`src/inc/iosw_pkg.sv`:
```
// constants and types for the internal oscillator select switch
package iosw_pkg;
  // register byte offsets on the axi4-lite bus
  localparam logic [3:0] OSC_CONTROL_OFS = 4'h0;
  localparam logic [3:0] OSC_STATUS_OFS = 4'h4;
  localparam logic [3:0] OSC_TUNING_OFS = 4'h8;
  // reset values
  localparam logic [7:0] OSC_CONTROL_RST = 8'h38;
  localparam logic [5:0] OSC_TUNING_RST = 6'h00;
  // field encodings
  localparam logic [1:0] SRC_FROM_CFG = 2'h0;
  localparam logic [1:0] FOSC_INTERNAL_OSC_SOURCE = 2'h0;
  localparam logic [3:0] FSEL_HF_8M = 4'hE;
  localparam logic [3:0] FSEL_LF_TOP = 4'h1;
  localparam logic [1:0] AXI_OKAY = 2'h0;
  localparam logic [1:0] AXI_SLVERR = 2'h2;
  // oscillator index within the enable and level vectors
  localparam int OSC_LF = 0;
  localparam int OSC_MF = 1;
  localparam int OSC_HF = 2;
  localparam int OSC_N = 3;
  // oscillator start-up delay
  localparam int STARTUP_NS = 2000;
  localparam int CLK_PERIOD_NS = 5;
  localparam int STARTUP_CYC_I = (STARTUP_NS + CLK_PERIOD_NS - 1) / CLK_PERIOD_NS;
  localparam logic [9:0] STARTUP_CYC = STARTUP_CYC_I[9:0];
  // switch sequence states, gray coded along the path
  typedef enum logic [1:0] {
    IOSW_IDLE = 2'h0,
    IOSW_STARTUP = 2'h1,
    IOSW_WAIT_FALL = 2'h3,
    IOSW_WAIT_RISE = 2'h2
  } iosw_state_e;
  // oscillator control register fields
  typedef struct packed {
    logic sw_pll_enable;
    logic [3:0] int_osc_freq_select;
    logic unused_bit2;
    logic [1:0] clk_source_select;
  } iosw_ctrl_s;
  // oscillator status register fields
  typedef struct packed {
    logic unused_bit7;
    logic pll_ready_flag;
    logic osc_startup_status;
    logic high_freq_ready_flag;
    logic high_freq_locked_flag;
    logic mid_freq_ready_flag;
    logic low_freq_ready_flag;
    logic high_freq_stable_flag;
  } iosw_stat_s;
endpackage

```
`src/hw/iosw_top.sv`:
```
// internal oscillator select and glitch-free switch with axi4-lite registers
//
// Decided for this implementation: the address map and the AXI4-Lite register port.
`timescale 1ns/1ps
`default_nettype none
module iosw_top (
  input wire logic core_clk,
  input wire logic rst,
  // axi4-lite slave
  input wire logic [3:0] s_axi_awaddr,
  input wire logic s_axi_awvalid,
  output logic s_axi_awready,
  input wire logic [31:0] s_axi_wdata,
  input wire logic [3:0] s_axi_wstrb,
  input wire logic s_axi_wvalid,
  output logic s_axi_wready,
  output logic [1:0] s_axi_bresp,
  output logic s_axi_bvalid,
  input wire logic s_axi_bready,
  input wire logic [3:0] s_axi_araddr,
  input wire logic s_axi_arvalid,
  output logic s_axi_arready,
  output logic [31:0] s_axi_rdata,
  output logic [1:0] s_axi_rresp,
  output logic s_axi_rvalid,
  input wire logic s_axi_rready,
  // configuration word fields
  input wire logic [1:0] cfg_fosc,
  input wire logic cfg_pll_enable,
  // oscillator clock levels from the analog block, index lf/mf/hf
  input wire logic [2:0] osc_level,
  input wire logic pll_lock,
  // outputs to the clock tree
  output logic [2:0] osc_enable,
  output logic pll_enable,
  output logic pll_32m_active,
  output logic [3:0] sys_freq_sel,
  output logic [5:0] osc_trim_value,
  output logic sys_clk_out,
  output logic switch_busy
);

  // two-flop synchronisers for the asynchronous oscillator and lock levels
  logic [3:0] sync_a;
  logic [3:0] sync_b;
  // edges are judged on the settled second stage only
  logic [2:0] lvl_prev;
  always_ff @(posedge core_clk) begin
    if (rst) begin
      sync_a <= 4'h0;
      sync_b <= 4'h0;
      lvl_prev <= 3'h0;
    end else begin
      sync_a <= {pll_lock, osc_level};
      sync_b <= sync_a;
      lvl_prev <= sync_b[2:0];
    end
  end

  logic [2:0] lvl;
  logic lock_s;
  assign lvl = sync_b[2:0];
  assign lock_s = sync_b[3];

  // map a frequency select code onto its oscillator
  function automatic logic [1:0] src_of(input logic [3:0] f);
    if (f[3]) begin
      src_of = 2'(iosw_pkg::OSC_HF);
    end else if (f <= iosw_pkg::FSEL_LF_TOP) begin
      src_of = 2'(iosw_pkg::OSC_LF);
    end else begin
      src_of = 2'(iosw_pkg::OSC_MF);
    end
  endfunction

  // register and switch state
  iosw_pkg::iosw_ctrl_s ctrl, next_ctrl;
  logic [5:0] trim, next_trim;
  iosw_pkg::iosw_state_e state, next_state;
  logic [1:0] cur_src, next_cur_src;
  logic [1:0] tgt_src, next_tgt_src;
  logic [3:0] cur_fsel, next_cur_fsel;
  logic [3:0] tgt_fsel, next_tgt_fsel;
  logic [9:0] su_cnt, next_su_cnt;
  logic [2:0] osc_on, next_osc_on;
  logic [2:0] osc_run, next_osc_run;
  logic clk_q, next_clk_q;
  logic bvalid, next_bvalid;
  logic [1:0] bresp, next_bresp;
  logic rvalid, next_rvalid;
  logic [1:0] rresp, next_rresp;
  logic [31:0] rdata, next_rdata;

  // bus handshakes: write taken with address and data together
  logic wr_go;
  logic rd_go;
  logic fsel_wr;
  logic [3:0] new_fsel;
  logic [1:0] new_src;
  logic pll_on;
  iosw_pkg::iosw_stat_s stat;
  assign wr_go = s_axi_awvalid & s_axi_wvalid & ~bvalid;
  assign rd_go = s_axi_arvalid & ~rvalid;
  assign s_axi_awready = wr_go;
  assign s_axi_wready = wr_go;
  assign s_axi_arready = rd_go;

  // pll enable: software bit or locked on by configuration
  assign pll_on = ctrl.sw_pll_enable | cfg_pll_enable;

  // status word from live oscillator state
  always_comb begin
    stat = '0;
    stat.pll_ready_flag = lock_s & pll_on;
    stat.osc_startup_status = (cfg_fosc == iosw_pkg::FOSC_INTERNAL_OSC_SOURCE);
    stat.high_freq_ready_flag = osc_run[iosw_pkg::OSC_HF];
    stat.high_freq_locked_flag = osc_run[iosw_pkg::OSC_HF] & (state == iosw_pkg::IOSW_IDLE);
    stat.mid_freq_ready_flag = osc_run[iosw_pkg::OSC_MF];
    stat.low_freq_ready_flag = osc_run[iosw_pkg::OSC_LF];
    stat.high_freq_stable_flag = stat.high_freq_locked_flag;
  end

  // register writes and reads
  always_comb begin
    next_ctrl = ctrl;
    next_trim = trim;
    next_bvalid = bvalid & ~s_axi_bready;
    next_bresp = bresp;
    next_rvalid = rvalid & ~s_axi_rready;
    next_rresp = rresp;
    next_rdata = rdata;
    fsel_wr = 1'b0;
    if (wr_go) begin
      next_bvalid = 1'b1;
      next_bresp = iosw_pkg::AXI_OKAY;
      if (s_axi_awaddr == iosw_pkg::OSC_CONTROL_OFS) begin
        if (s_axi_wstrb[0]) begin
          next_ctrl = iosw_pkg::iosw_ctrl_s'(s_axi_wdata[7:0]);
          next_ctrl.unused_bit2 = 1'b0;
          fsel_wr = 1'b1;
        end
      end else if (s_axi_awaddr == iosw_pkg::OSC_TUNING_OFS) begin
        if (s_axi_wstrb[0]) begin
          next_trim = s_axi_wdata[5:0];
        end
      end else if (s_axi_awaddr != iosw_pkg::OSC_STATUS_OFS) begin
        next_bresp = iosw_pkg::AXI_SLVERR;
      end
    end
    if (rd_go) begin
      next_rvalid = 1'b1;
      next_rresp = iosw_pkg::AXI_OKAY;
      next_rdata = '0;
      case (s_axi_araddr)
        iosw_pkg::OSC_CONTROL_OFS: begin
          next_rdata[7:0] = ctrl;
          next_rdata[7] = pll_on;
        end
        iosw_pkg::OSC_STATUS_OFS: begin
          next_rdata[7:0] = stat;
        end
        iosw_pkg::OSC_TUNING_OFS: begin
          next_rdata[5:0] = trim;
        end
        default: begin
          next_rresp = iosw_pkg::AXI_SLVERR;
        end
      endcase
    end
  end

  // incoming select, decoded to its oscillator
  assign new_fsel = next_ctrl.int_osc_freq_select;
  assign new_src = src_of(new_fsel);

  // switch sequence: start-up, wait fall of old, hold low, wait rise of new
  always_comb begin
    next_state = state;
    next_cur_src = cur_src;
    next_tgt_src = tgt_src;
    next_cur_fsel = cur_fsel;
    next_tgt_fsel = tgt_fsel;
    next_su_cnt = su_cnt;
    next_osc_on = osc_on;
    next_osc_run = osc_run;
    next_clk_q = clk_q;
    case (state)
      iosw_pkg::IOSW_IDLE: begin
        next_clk_q = lvl[cur_src];
      end
      iosw_pkg::IOSW_STARTUP: begin
        next_clk_q = lvl[cur_src];
        if (su_cnt == 10'h001) begin
          next_osc_run[tgt_src] = 1'b1;
          next_state = iosw_pkg::IOSW_WAIT_FALL;
        end else begin
          next_su_cnt = su_cnt - 10'h001;
        end
      end
      iosw_pkg::IOSW_WAIT_FALL: begin
        next_clk_q = lvl[cur_src];
        if (lvl_prev[cur_src] & ~lvl[cur_src]) begin
          next_clk_q = 1'b0;
          next_state = iosw_pkg::IOSW_WAIT_RISE;
        end
      end
      iosw_pkg::IOSW_WAIT_RISE: begin
        next_clk_q = 1'b0;
        if (~lvl_prev[tgt_src] & lvl[tgt_src]) begin
          next_clk_q = 1'b1;
          next_cur_src = tgt_src;
          next_cur_fsel = tgt_fsel;
          next_osc_on = 3'h0;
          next_osc_on[tgt_src] = 1'b1;
          next_osc_run = 3'h0;
          next_osc_run[tgt_src] = 1'b1;
          next_state = iosw_pkg::IOSW_IDLE;
        end
      end
      default: begin
        next_state = iosw_pkg::IOSW_IDLE;
      end
    endcase
    // a new select restarts the sequence from the live clock
    if (fsel_wr) begin
      next_tgt_fsel = new_fsel;
      if (new_src == cur_src) begin
        next_cur_fsel = new_fsel;
        next_tgt_src = cur_src;
        next_clk_q = lvl[cur_src];
        next_state = iosw_pkg::IOSW_IDLE;
      end else begin
        next_tgt_src = new_src;
        next_osc_on[new_src] = 1'b1;
        if (osc_run[new_src]) begin
          next_clk_q = lvl[cur_src];
          next_state = iosw_pkg::IOSW_WAIT_FALL;
        end else begin
          next_su_cnt = iosw_pkg::STARTUP_CYC;
          next_clk_q = lvl[cur_src];
          next_state = iosw_pkg::IOSW_STARTUP;
        end
      end
    end
    // the high oscillator must stay powered while it feeds the pll
    if (pll_on) begin
      next_osc_on[iosw_pkg::OSC_HF] = next_osc_on[iosw_pkg::OSC_HF]
        | (next_cur_src == 2'(iosw_pkg::OSC_HF));
    end
  end

  // state registers
  always_ff @(posedge core_clk) begin
    if (rst) begin
      ctrl <= iosw_pkg::iosw_ctrl_s'(iosw_pkg::OSC_CONTROL_RST);
      trim <= iosw_pkg::OSC_TUNING_RST;
      state <= iosw_pkg::IOSW_IDLE;
      cur_src <= 2'(iosw_pkg::OSC_MF);
      tgt_src <= 2'(iosw_pkg::OSC_MF);
      cur_fsel <= iosw_pkg::OSC_CONTROL_RST[6:3];
      tgt_fsel <= iosw_pkg::OSC_CONTROL_RST[6:3];
      su_cnt <= 10'h000;
      osc_on <= 3'h2;
      osc_run <= 3'h2;
      clk_q <= 1'b0;
      bvalid <= 1'b0;
      bresp <= 2'h0;
      rvalid <= 1'b0;
      rresp <= 2'h0;
      rdata <= 32'h0000_0000;
    end else begin
      ctrl <= next_ctrl;
      trim <= next_trim;
      state <= next_state;
      cur_src <= next_cur_src;
      tgt_src <= next_tgt_src;
      cur_fsel <= next_cur_fsel;
      tgt_fsel <= next_tgt_fsel;
      su_cnt <= next_su_cnt;
      osc_on <= next_osc_on;
      osc_run <= next_osc_run;
      clk_q <= next_clk_q;
      bvalid <= next_bvalid;
      bresp <= next_bresp;
      rvalid <= next_rvalid;
      rresp <= next_rresp;
      rdata <= next_rdata;
    end
  end

  // pll path qualifiers
  logic path_32m, next_path_32m;
  logic pll_q, next_pll_q;
  always_comb begin
    next_pll_q = pll_on;
    next_path_32m = pll_on
      & (cfg_fosc == iosw_pkg::FOSC_INTERNAL_OSC_SOURCE)
      & (ctrl.clk_source_select == iosw_pkg::SRC_FROM_CFG)
      & (cur_fsel == iosw_pkg::FSEL_HF_8M)
      & (cur_src == 2'(iosw_pkg::OSC_HF))
      & (state == iosw_pkg::IOSW_IDLE);
  end

  // register the pll qualifiers
  always_ff @(posedge core_clk) begin
    if (rst) begin
      path_32m <= 1'b0;
      pll_q <= 1'b0;
    end else begin
      path_32m <= next_path_32m;
      pll_q <= next_pll_q;
    end
  end

  // outputs
  assign s_axi_bvalid = bvalid;
  assign s_axi_bresp = bresp;
  assign s_axi_rvalid = rvalid;
  assign s_axi_rresp = rresp;
  assign s_axi_rdata = rdata;
  assign osc_enable = osc_on;
  assign pll_enable = pll_q;
  assign pll_32m_active = path_32m;
  assign sys_freq_sel = cur_fsel;
  assign osc_trim_value = trim;
  assign sys_clk_out = clk_q;
  assign switch_busy = (state != iosw_pkg::IOSW_IDLE);

endmodule
`default_nettype wire

```
`config.mk`:
```
export PLATFORM = sky130hd
export DESIGN_NAME = iosw_top
export DESIGN_NICKNAME = d
export VERILOG_FILES = /design/src/inc/iosw_pkg.sv /design/src/hw/iosw_top.sv
export SDC_FILE = /design/constraint.sdc
export NUM_CORES = 1
export LEC_CHECK = 0
export BUFFER_PORTS_ARGS = -buffer_cell sky130_fd_sc_hd__buf_2
export CAP_MARGIN = 20
export CORE_MARGIN = 4
export CORE_UTILIZATION = 50
export DETAILED_ROUTE_END_ITERATION = 8
export GPL_TIMING_DRIVEN = 0
export PLACE_DENSITY = 0.8
export REMOVE_ABC_BUFFERS = 1
export SETUP_SLACK_MARGIN = 0.2
export SYNTH_ARGS = -nofsm -noshare
export SYNTH_HDL_FRONTEND = slang
export SYNTH_SLANG_ARGS = --single-unit
```
`constraint.sdc`:
```
create_clock -name core_clk -period 2.71 [get_ports core_clk]
set_input_delay 0.813 -clock core_clk [delete_from_list [all_inputs] [get_ports core_clk]]
set_output_delay 0.813 -clock core_clk [all_outputs]
set_load 0.1 [all_outputs]
```
==> results of run 1 <==
-- per-stage QoR --
stage	utilization, %	hold WS, ns
finish	60.0	0.440
global route	60.0	0.459
CTS	59.8	0.447
detailed placement	55.5	0.430
global placement	55.5	0.417
floorplan	-	0.414
-- critical path: stages --
cell      delay, ns
buf_2          0.08
nand3b_1       0.20
inv_1          0.20
buf_2          0.45
-- cell usage after synthesis (all sizes together), types with 2 or more instances --
| cell | n | share of area (%) |
|---|---|---|
| a2111oi | 3 | 0.83 |
| a21oi | 25 | 4.1 |
| a221o | 2 | 0.61 |
| a22oi | 4 | 0.91 |
| a31oi | 2 | 0.38 |
| and3 | 3 | 0.61 |
| buf | 29 | 6.4 |
| clkbuf | 12 | 1.4 |
| dfxtp | 69 | 42 |
| ha | 7 | 2.7 |
| inv | 15 | 1.7 |
| mux2 | 2 | 0.68 |
| mux2i | 19 | 5.8 |
| nand2 | 42 | 4.8 |
| nand2b | 7 | 1.3 |
| nand3 | 7 | 1.1 |
| nand3b | 4 | 0.91 |
| nand4 | 3 | 0.57 |
| nand4b | 2 | 0.53 |
| nor2 | 35 | 4.0 |
| nor2b | 14 | 2.7 |
| nor3 | 6 | 0.91 |
| nor3b | 2 | 0.61 |
| nor4 | 9 | 1.7 |
| nor4b | 4 | 1.1 |
| nor4bb | 2 | 0.61 |
| o211ai | 2 | 0.45 |
| o21ai | 12 | 1.8 |
| o22ai | 2 | 0.38 |
| o32ai | 2 | 0.53 |
| or2 | 2 | 0.38 |
| or3 | 5 | 0.95 |
| xnor2 | 4 | 1.1 |
| xor2 | 3 | 0.80 |
-- cells by family (layout without fill, tap and decap cells) --
kind of cell / after synthesis / count (layout) / synth area share [%]
compound gates: 70 / 70 / 14.7
xor+xnor: 7 / 7 / 1.86
fa+ha+maj: 7 / 7 / 2.65
buf+inv: 56 / 99 / 9.50
flops: 69 / 69 / 41.8
mux: 21 / 21 / 6.44
other cells: 1 / 26 / 0.113
simple gates: 148 / 148 / 22.9
-- worst max path at each step --
stage                    start              end  slack [ns]  cells past startpoint
2_1_floorplan     s_axi_bvalid  sys_freq_sel[0]       -1.27                      6
3_5_place_dp   s_axi_awaddr[1]  sys_freq_sel[0]       -0.61                      6
6_report          s_axi_wvalid     s_axi_wready        0.16                      4
5_1_grt           s_axi_wvalid     s_axi_wready        0.11                      4
4_1_cts           s_axi_wvalid     s_axi_wready        0.19                      4
3_3_place_gp   s_axi_awaddr[1]  sys_freq_sel[2]       -0.59                      6
-- final cells by class --
cell class	count	area share (%)
Clock buffer	12	4.05
Clock inverter	4	1.83
Inverter	15	1.47
Multi-Input combinational cell	279	44.8
Sequential cell	69	36.0
Tap cell	77	2.51
Timing Repair Buffer	68	9.33
-- cells in the final DEF, fill, tap and decap left out, types with 4 or more instances in the layout --
cell type  instances
dfxtp_1           69
buf_2             60
nand2_1           42
nor2_1            35
conb_1            26
a21oi_1           24
mux2i_1           19
inv_1             15
nor2b_1           14
o21ai_0           12
clkbuf_8          11
nor4_1             9
nand2b_1           7
nand3_1            7
ha_1               7
nor3_1             6
buf_4              6
or3_1              5
nand3b_1           4
xnor2_1            4
a22oi_1            4
-- flip-flops by register name, indices dropped and copies added, names as in the netlist --
name and count:
state 2, s_axi_rdata 8, su_cnt 10, s_axi_bresp 1
osc_enable 3, cur_src 2, tgt_src 2, s_axi_rresp 1
pll_32m_active 1, sys_freq_sel 4, sync_a 4, ctrl 7
pll_enable 1, osc_trim_value 6, osc_run 3, s_axi_bvalid 1
lvl_prev 3, sys_clk_out 1, s_axi_rvalid 1, sync_b 4
tgt_fsel 4
-- what timing repair did --
| action | 4_1_cts | 5_1_grt |
|---|---|---|
| endpoints found under the setup margin | 17 | 5 |
| resized for setup | 2 | 3 |
| buffers inserted | 5 | 0 |
| pin swaps | 1 | 0 |
-- layer usage --
layer | track usage [%] | vias to the layer above | wire [um]
li1 | - | 1405 | -
met2 | 34.0 | 87 | 3810
met1 | 25.2 | 1317 | 3320
met4 | 5.41 | 0 | 120
met3 | 7.47 | 13 | 492
met5 | 0 | - | 0
-- power groups by stage --
stage	Clock (mW)	Sequential (mW)	Combinational, mW
6_report	0.936	1.10	0.682
5_1_grt	1.01	1.10	0.736
4_1_cts	0.951	1.10	0.674
3_5_place_dp	0	1.12	0.666
3_3_place_gp	0	1.12	0.653
2_1_floorplan	0	1.17	0.486
==> results.sh, run 1 <==
export IMPL_r2r_worst_path_cells=5
export IMPL_finalWorstSetupSlack_ns=0.156
export IMPL_area_delta_synth_final_pct=16.0
export IMPL_p_sw_uw=926
export IMPL_arrival_ns=1.74
export IMPL_avgSynthCellArea_um2=8.72
export IMPL_ys_warn_count=0
export IMPL_dpl_cell_area_mm2=0.00355
export IMPL_worst_setup_path_start_kind="input pin"
export IMPL_clockBufferDepth=2
export IMPL_num_rows=29
export IMPL_routed_via_count=2822
export IMPL_wl_per_cell_um=14.8
export IMPL_swShare_pct=34.1
export IMPL_die_area_mm2=0.00797
export IMPL_p_leak_nw=1.71
export IMPL_antenna_cells=0
export IMPL_fillers=572
export IMPL_layout_drive_gt1_share_pct=21.3
export IMPL_track_usage_pct=20.5
export IMPL_pwr_share_seq_pct=40.4
export IMPL_holdCritStartpoint="sync_a[3]"
export IMPL_clock_sinks=69
export IMPL_multi_input_area_mm2=0.00172
export IMPL_slew_headroom_pct=37.6
export IMPL_wl_mm=7.75
export IMPL_cts_hold_buffers=0
export IMPL_min_path_type="reg -> reg"
export IMPL_timing_reg2reg_setup_slack_ns=0.56
export IMPL_firstDrtPassIters=4
export IMPL_powerDensity_mw_per_mm2=709
export IMPL_combPwrFrac_pct=25.1
export IMPL_min_period_ns=2.55
export IMPL_fin_skew_ns=0.00712
export IMPL_p_clk_share_pct=34.5
export IMPL_synth_seq_area_share_pct=41.8
export IMPL_io_pins=116
export IMPL_dp_slack_ns=-0.612
export IMPL_coreArea_mm2=0.00639
export IMPL_slew_viol_final=0
export IMPL_reg2reg_from="tgt_src[0]"
export IMPL_status="completed"
export IMPL_setup_viol=0
export IMPL_die_h_um=89.3
export IMPL_p_int_mw=1.79
export IMPL_die_w_um=89.3
export IMPL_grt_max_degree=54
export IMPL_route_detailed_drc=0
export IMPL_dpl_cell_count=502
export IMPL_hold_end="sync_b[3]"
export IMPL_numCtsBuffers=9
export IMPL_grt_pass1_wl_mm=12.7
export IMPL_fin_setup_tns_ns=0
export IMPL_grt_pass1_vias=2727
export IMPL_htreeDepth=3
export IMPL_clkLatencyLatePin_ns=0.34
export IMPL_synth_ff_type="dfxtp_1"
export IMPL_grt_ovfl_total=0
export IMPL_antenna_left=0
export IMPL_worstSetupPathType="in -> out"
export IMPL_end_kind="output port"
export IMPL_maxCapViolCount=0
export IMPL_syn_inst=379
export IMPL_rr_endpoint="osc_enable[1]"
export IMPL_hold_violations=0
export IMPL_cts_tree="built"
export IMPL_synth_cell_types=57
export IMPL_fmax_mhz=392
export IMPL_grt_setup_unrepaired="true"
export IMPL_vdd_drop_max_mv=0.627
export IMPL_post_route_cell_area_mm2=0.00383
export IMPL_root_buffer="clkbuf_8"
export IMPL_drtIter0Drc=170
export IMPL_crit_required_ns=1.90
export IMPL_worst_pin_slew_ns=0.935
export IMPL_vias_per_cell=5.39
export IMPL_synth_edf_count=0
export IMPL_initial_core_util_pct=51.7
export IMPL_hpwl_mm=5.46
export IMPL_period_share_pct=94.2
export IMPL_place_congestion=0.839
export IMPL_seq_area_mm2=0.00138
export IMPL_cts_clk_slew_worst_paths_ns=0.06
export IMPL_netlist_area_mm2=0.00330
export IMPL_ys_ff_latch=69
export IMPL_async_reset_ff_share_pct=0
export IMPL_worstHoldPathCells=1
export IMPL_fin_nets=507
export IMPL_total_power_mw=2.72
export IMPL_antenna_found_initial=0
export IMPL_worstPathMaxFanout=5
export IMPL_portBuffers=62
export IMPL_final_cells=524
Note: power is estimated with default switching activity, not from simulation.
==> run 2, diff against run 1 <==
==> constraint.sdc (replaced) <==
create_clock -name core_clk -period 2.75 [get_ports core_clk]
set_input_delay 0.825 -clock core_clk [delete_from_list [all_inputs] [get_ports core_clk]]
set_output_delay 0.825 -clock core_clk [all_outputs]
set_load 0.1 [all_outputs]
==> run 2 against run 1 <==
Effect of this change:
- core utilization decreased by 0.14 points
- combinational power decreased by 2%
- flip-flop and latch count unchanged
- final cell count did not move
- hold slack hardly changed
- via count is 0.14% lower
- register-to-register slack better by 0.03 ns
- die area stayed put
- clock skew is 0.00053 ns lower
- cell area fell by 0.23%
==> results.sh, run 2 (synthesized netlist as in run 1, its figures left out) <==
export IMPL_status="completed"
export IMPL_p_sw_uw=911
export IMPL_place_congestion=0.839
export IMPL_vdd_drop_max_mv=0.596
export IMPL_largest_reg_flops=10
export IMPL_drtIter0Drc=169
export IMPL_maxCapViolCount=0
export IMPL_grt_pass1_vias=2727
export IMPL_reg2reg_from="tgt_src[0]"
export IMPL_firstDrtPassIters=4
export IMPL_antenna_left=0
export IMPL_num_rows=29
export IMPL_p_leak_nw=1.71
export IMPL_swShare_pct=34.1
export IMPL_cts_tree="built"
export IMPL_fmax_mhz=389
export IMPL_grt_setup_unrepaired="true"
export IMPL_root_buffer="clkbuf_8"
export IMPL_grt_pass1_wl_mm=12.7
export IMPL_slowest_delay_ns=0.45
export IMPL_grt_max_degree=54
export IMPL_worst_setup_path_start_kind="input pin"
export IMPL_routed_via_count=2818
export IMPL_setup_viol=0
export IMPL_initial_core_util_pct=51.7
export IMPL_worstPathMaxFanout=5
export IMPL_fin_skew_ns=0.00659
export IMPL_grt_ovfl_total=0
export IMPL_wl_per_cell_um=14.8
export IMPL_fin_nets=507
export IMPL_track_usage_pct=20.5
export IMPL_multi_input_area_mm2=0.00171
export IMPL_cts_hold_buffers=0
export IMPL_seq_area_mm2=0.00138
export IMPL_slew_headroom_pct=36.8
export IMPL_min_path_type="reg -> reg"
export IMPL_regMostFlops="su_cnt"
export IMPL_dpl_cell_count=502
export IMPL_antenna_found_initial=0
export IMPL_die_h_um=89.3
export IMPL_final_cells=524
export IMPL_critPathTopFamily="buffers and inverters"
export IMPL_portBuffers=62
export IMPL_numCtsBuffers=9
export IMPL_holdCritStartpoint="sync_a[3]"
export IMPL_end_kind="output port"
export IMPL_wl_mm=7.76
export IMPL_vias_per_cell=5.38
export IMPL_coreArea_mm2=0.00639
export IMPL_p_int_mw=1.76
export IMPL_combPwrFrac_pct=25.0
export IMPL_min_period_ns=2.57
export IMPL_die_w_um=89.3
export IMPL_pwr_share_seq_pct=40.5
export IMPL_final_common_cell="dfxtp_1"
export IMPL_worst_pin_slew_ns=0.948
export IMPL_layout_drive_gt1_share_pct=21.0
export IMPL_powerDensity_mw_per_mm2=698
export IMPL_htreeDepth=3
export IMPL_slew_viol_final=0
export IMPL_period_share_pct=93.6
export IMPL_layout_common_cells="dfxtp_1, buf_2, nand2_1"
export IMPL_clockBufferDepth=2
export IMPL_crit_chain="buf_2 > nand3b_1 > inv_1 > buf_2"
export IMPL_fillers=575
export IMPL_hpwl_mm=5.46
export IMPL_path_common_cell="buf_2"
export IMPL_io_pins=116
export IMPL_hold_violations=0
export IMPL_cts_clk_slew_worst_paths_ns=0.06
export IMPL_path_buf_inv=3
export IMPL_arrival_ns=1.75
export IMPL_worstSetupPathType="in -> out"
export IMPL_clock_sinks=69
export IMPL_cp_startpoint="s_axi_wvalid"
export IMPL_area_delta_synth_final_pct=15.8
export IMPL_timing_reg2reg_setup_slack_ns=0.59
export IMPL_antenna_cells=0
export IMPL_die_area_mm2=0.00797
export IMPL_route_detailed_drc=0
export IMPL_clkLatencyLatePin_ns=0.34
export IMPL_crit_required_ns=1.93
export IMPL_fin_util_pct=59.9
export IMPL_crit_slowest_cell="buf_2"
export IMPL_p_clk_share_pct=34.5
==> run 2: cell count changes in the layout (fill, tap and decap cells not counted), sizes merged <==
cell,before,now
clkbuf,14,13
buf,66,67
==> run 2: repair_timing <==
item / in CTS / in global routing
setup buffers: 5 / 0
endpoints found under the setup margin: 17 / 4
gates resized for setup: 2 / 1
pin swaps: 1 / 0
==> run 2: per-stage QoR <==
stage                     setup TNS (ns)  hold WS [ns]  setup WS, ns  area [um2]  power (mW)
final                                  0         0.440         0.176        3820        2.67
after global routing                   0         0.459         0.126        3820        2.80
after CTS                              0         0.447         0.207        3820        2.68
after detailed placement           -6.42         0.430        -0.584        3550        1.76
after global placement             -5.26         0.417        -0.566        3550        1.75
after floorplan                   -17.95         0.414         -1.23        3140        1.63
==> run 2: final timing paths <==
kind / endpoint / cells after the start
max reg2reg: osc_enable[1] / 5
min: sync_b[3] / 1
max: s_axi_wready / 4
min reg2reg: sync_b[3] / 1
==> run 2: layout make-up <==
cell class	count	share of cell area (%)
clock buffer	12	4.06
clock inverter	4	1.83
inverter	15	1.47
multi-input combinational	279	44.7
sequential	69	36.1
tap	77	2.52
timing repair buffer	68	9.29
==> run 2: power by group through the flow <==
stage	Sequential (mW)	Clock, mW	Combinational (mW)
6_report	1.08	0.922	0.667
5_1_grt	1.09	0.993	0.720
4_1_cts	1.08	0.937	0.664
3_5_place_dp	1.10	0	0.656
3_3_place_gp	1.10	0	0.644
2_1_floorplan	1.15	0	0.479
==> run 2: routing by layer <==
layer / global-route usage, % / routed length, um / up-vias / share of wire [%]
met1: 25.2 / 3250 / 1307 / 42
met5: 0 / 0 / - / 0
li1: - / - / 1403 / -
met3: 7.47 / 590 / 9 / 7.6
met2: 34.0 / 3830 / 99 / 49
met4: 5.41 / 86 / 0 / 1.1
==> run 3, diff against run 2 <==
==> constraint.sdc (replaced) <==
create_clock -name core_clk -period 2.75 [get_ports core_clk]
set_input_delay 0.4125 -clock core_clk [delete_from_list [all_inputs] [get_ports core_clk]]
set_output_delay 0.4125 -clock core_clk [all_outputs]
set_load 0.1 [all_outputs]
==> run 3 against run 2 <==
Effect of this change:
- core utilization increased by 0.18 points
- global-route usage decreased by 0.61 points
- via count increased by 0.89%
- count of clock-buffer cells in the layout unchanged
- clock power about the same
- first-iteration DRC count decreased by 12%
- non-clock buffer count increased by 2
- largest cell class unchanged
- highest routed layer unchanged
==> results.sh, run 3 (synthesized netlist as in run 1, its figures left out) <==
export IMPL_wl_mm=7.66
export IMPL_area_delta_synth_final_pct=16.1
export IMPL_track_usage_pct=19.9
export IMPL_die_h_um=89.3
export IMPL_cts_hold_buffers=0
export IMPL_slew_headroom_pct=37.4
export IMPL_num_rows=29
export IMPL_worst_setup_path_start_kind="flop"
export IMPL_dp_slack_ns=-0.172
export IMPL_worstSetupPathType="reg -> reg"
export IMPL_p_leak_nw=1.71
export IMPL_hpwl_mm=5.46
export IMPL_crit_chain="nand3b_1 > inv_1 > nand3b_1 > mux2i_1 > a2111oi_0 > o22ai_1"
export IMPL_initial_core_util_pct=51.7
export IMPL_clock_sinks=69
export IMPL_grt_ovfl_total=0
export IMPL_grt_setup_unrepaired="false"
export IMPL_grt_pass1_vias=2633
export IMPL_slew_viol_final=0
export IMPL_vias_per_cell=5.40
export IMPL_maxCapViolCount=0
export IMPL_antenna_found_initial=0
export IMPL_finalWorstSetupSlack_ns=0.496
export IMPL_r2r_worst_path_cells=6
export IMPL_clockBufferDepth=2
export IMPL_grt_pass1_wl_mm=12.3
export IMPL_coreArea_mm2=0.00639
export IMPL_htreeDepth=3
export IMPL_path_common_cell="nand3b_1"
export IMPL_numCtsBuffers=9
export IMPL_io_pins=116
export IMPL_die_w_um=89.3
export IMPL_hold_violations=0
export IMPL_portBuffers=62
export IMPL_min_period_ns=2.25
export IMPL_antenna_left=0
export IMPL_drtIter0Drc=148
export IMPL_wl_per_cell_um=14.6
export IMPL_status="completed"
export IMPL_fin_setup_tns_ns=0
export IMPL_post_route_cell_area_mm2=0.00384
export IMPL_firstDrtPassIters=5
export IMPL_period_share_pct=82.0
export IMPL_cts_clk_slew_worst_paths_ns=0.07
export IMPL_die_area_mm2=0.00797
export IMPL_clkLatencyLatePin_ns=0.34
export IMPL_setup_viol=0
export IMPL_fin_nets=509
export IMPL_fmax_mhz=444
export IMPL_arrival_ns=2.45
export IMPL_worst_pin_slew_ns=0.940
export IMPL_fin_skew_ns=0.00769
export IMPL_worstPathMaxFanout=9
export IMPL_route_detailed_drc=0
export IMPL_antenna_cells=0
export IMPL_layout_common_cells="dfxtp_1, buf_2, nand2_1"
export IMPL_min_path_type="in -> reg"
export IMPL_worstHoldPathCells=2
export IMPL_powerDensity_mw_per_mm2=696
export IMPL_place_congestion=0.839
export IMPL_vdd_drop_max_mv=0.597
export IMPL_crit_required_ns=2.95
export IMPL_dpl_cell_area_mm2=0.00355
export IMPL_fillers=572
export IMPL_final_common_cell="dfxtp_1"
export IMPL_largest_reg_flops=10
export IMPL_total_power_mw=2.67
export IMPL_root_buffer="clkbuf_8"
export IMPL_routed_via_count=2843
export IMPL_end_kind="flop"
export IMPL_fin_util_pct=60.1
export IMPL_layout_drive_gt1_share_pct=21.4
export IMPL_regMostFlops="su_cnt"
export IMPL_grt_max_degree=54
export IMPL_slowest_delay_ns=0.67
export IMPL_cts_tree="built"
export IMPL_crit_slowest_cell="a2111oi_0"
-- run 3: changes by cell type in the layout (fill, tap and decap cells not counted) --
| cell | before | now |
|---|---|---|
| buf_2 | 61 | 62 |
| a2111oi_1 | 2 | 1 |
| a2111oi_0 | 1 | 2 |
| buf_4 | 6 | 7 |
-- run 3: power by group --
group | leakage (nW) | total [mW] | internal (mW) | switching (mW)
logic | 1.04 | 0.665 | 0.160 | 0.506
registers | 0.560 | 1.08 | 1.04 | 0.0409
clock network | 0.116 | 0.920 | 0.557 | 0.362
total | 1.71 | 2.67 | 1.76 | 0.909
-- run 3: layout make-up --
cell class              count  area (um2)  share of cell area, %
clock inverters             4        70.1                   1.83
multi-input cells         279        1710                   44.6
clock buffers              12         155                   4.04
inverters                  15        56.3                   1.47
well taps                  77        96.3                   2.51
repair buffers             70         368                   9.59
flip-flops and latches     69        1380                   36.0
-- run 3: path summary, 6_finish.rpt --
check	slack, ns	startpoint	end
max reg2reg	0.50	s_axi_bvalid	sys_freq_sel[2]
max	0.50	s_axi_bvalid	sys_freq_sel[2]
min	0.28	osc_level[1]	sync_a[1]
min reg2reg	0.44	sync_a[3]	sync_b[3]
-- run 3: worst max-delay path, delay by kind of cell, from the launching register on --
kind	cells	cell delay, ns
multiplexers	1	0.21
flip-flops	1	0.32
buffers and inverters	1	0.19
AND/OR/NAND/NOR	2	0.58
AO/OA/AOI/OAI	2	0.82
-- run 3: layer usage --
layer / vias to the layer above / share of wire [%] / GRT usage, %
li1: 1406 / - / -
met1: 1322 / 43 / 25.0
met2: 107 / 48 / 32.4
met3: 8 / 8.0 / 7.37
met4: 0 / 0.82 / 5.01
met5: - / 0 / 0
-- run 3: per-stage QoR --
step,instances,hold WS [ns]
6_report,526,0.279
5_1_grt,526,0.275
4_1_cts,518,0.267
3_5_place_dp,502,0.430
3_3_place_gp,502,0.417
2_1_floorplan,363,0.414
-- run 3: what timing repair did --
item,CTS,global route
pin swaps,0,0
buffers inserted,0,7
endpoints found under the hold margin,0,0
setup endpoints to repair,2,2
gates resized for setup,1,0
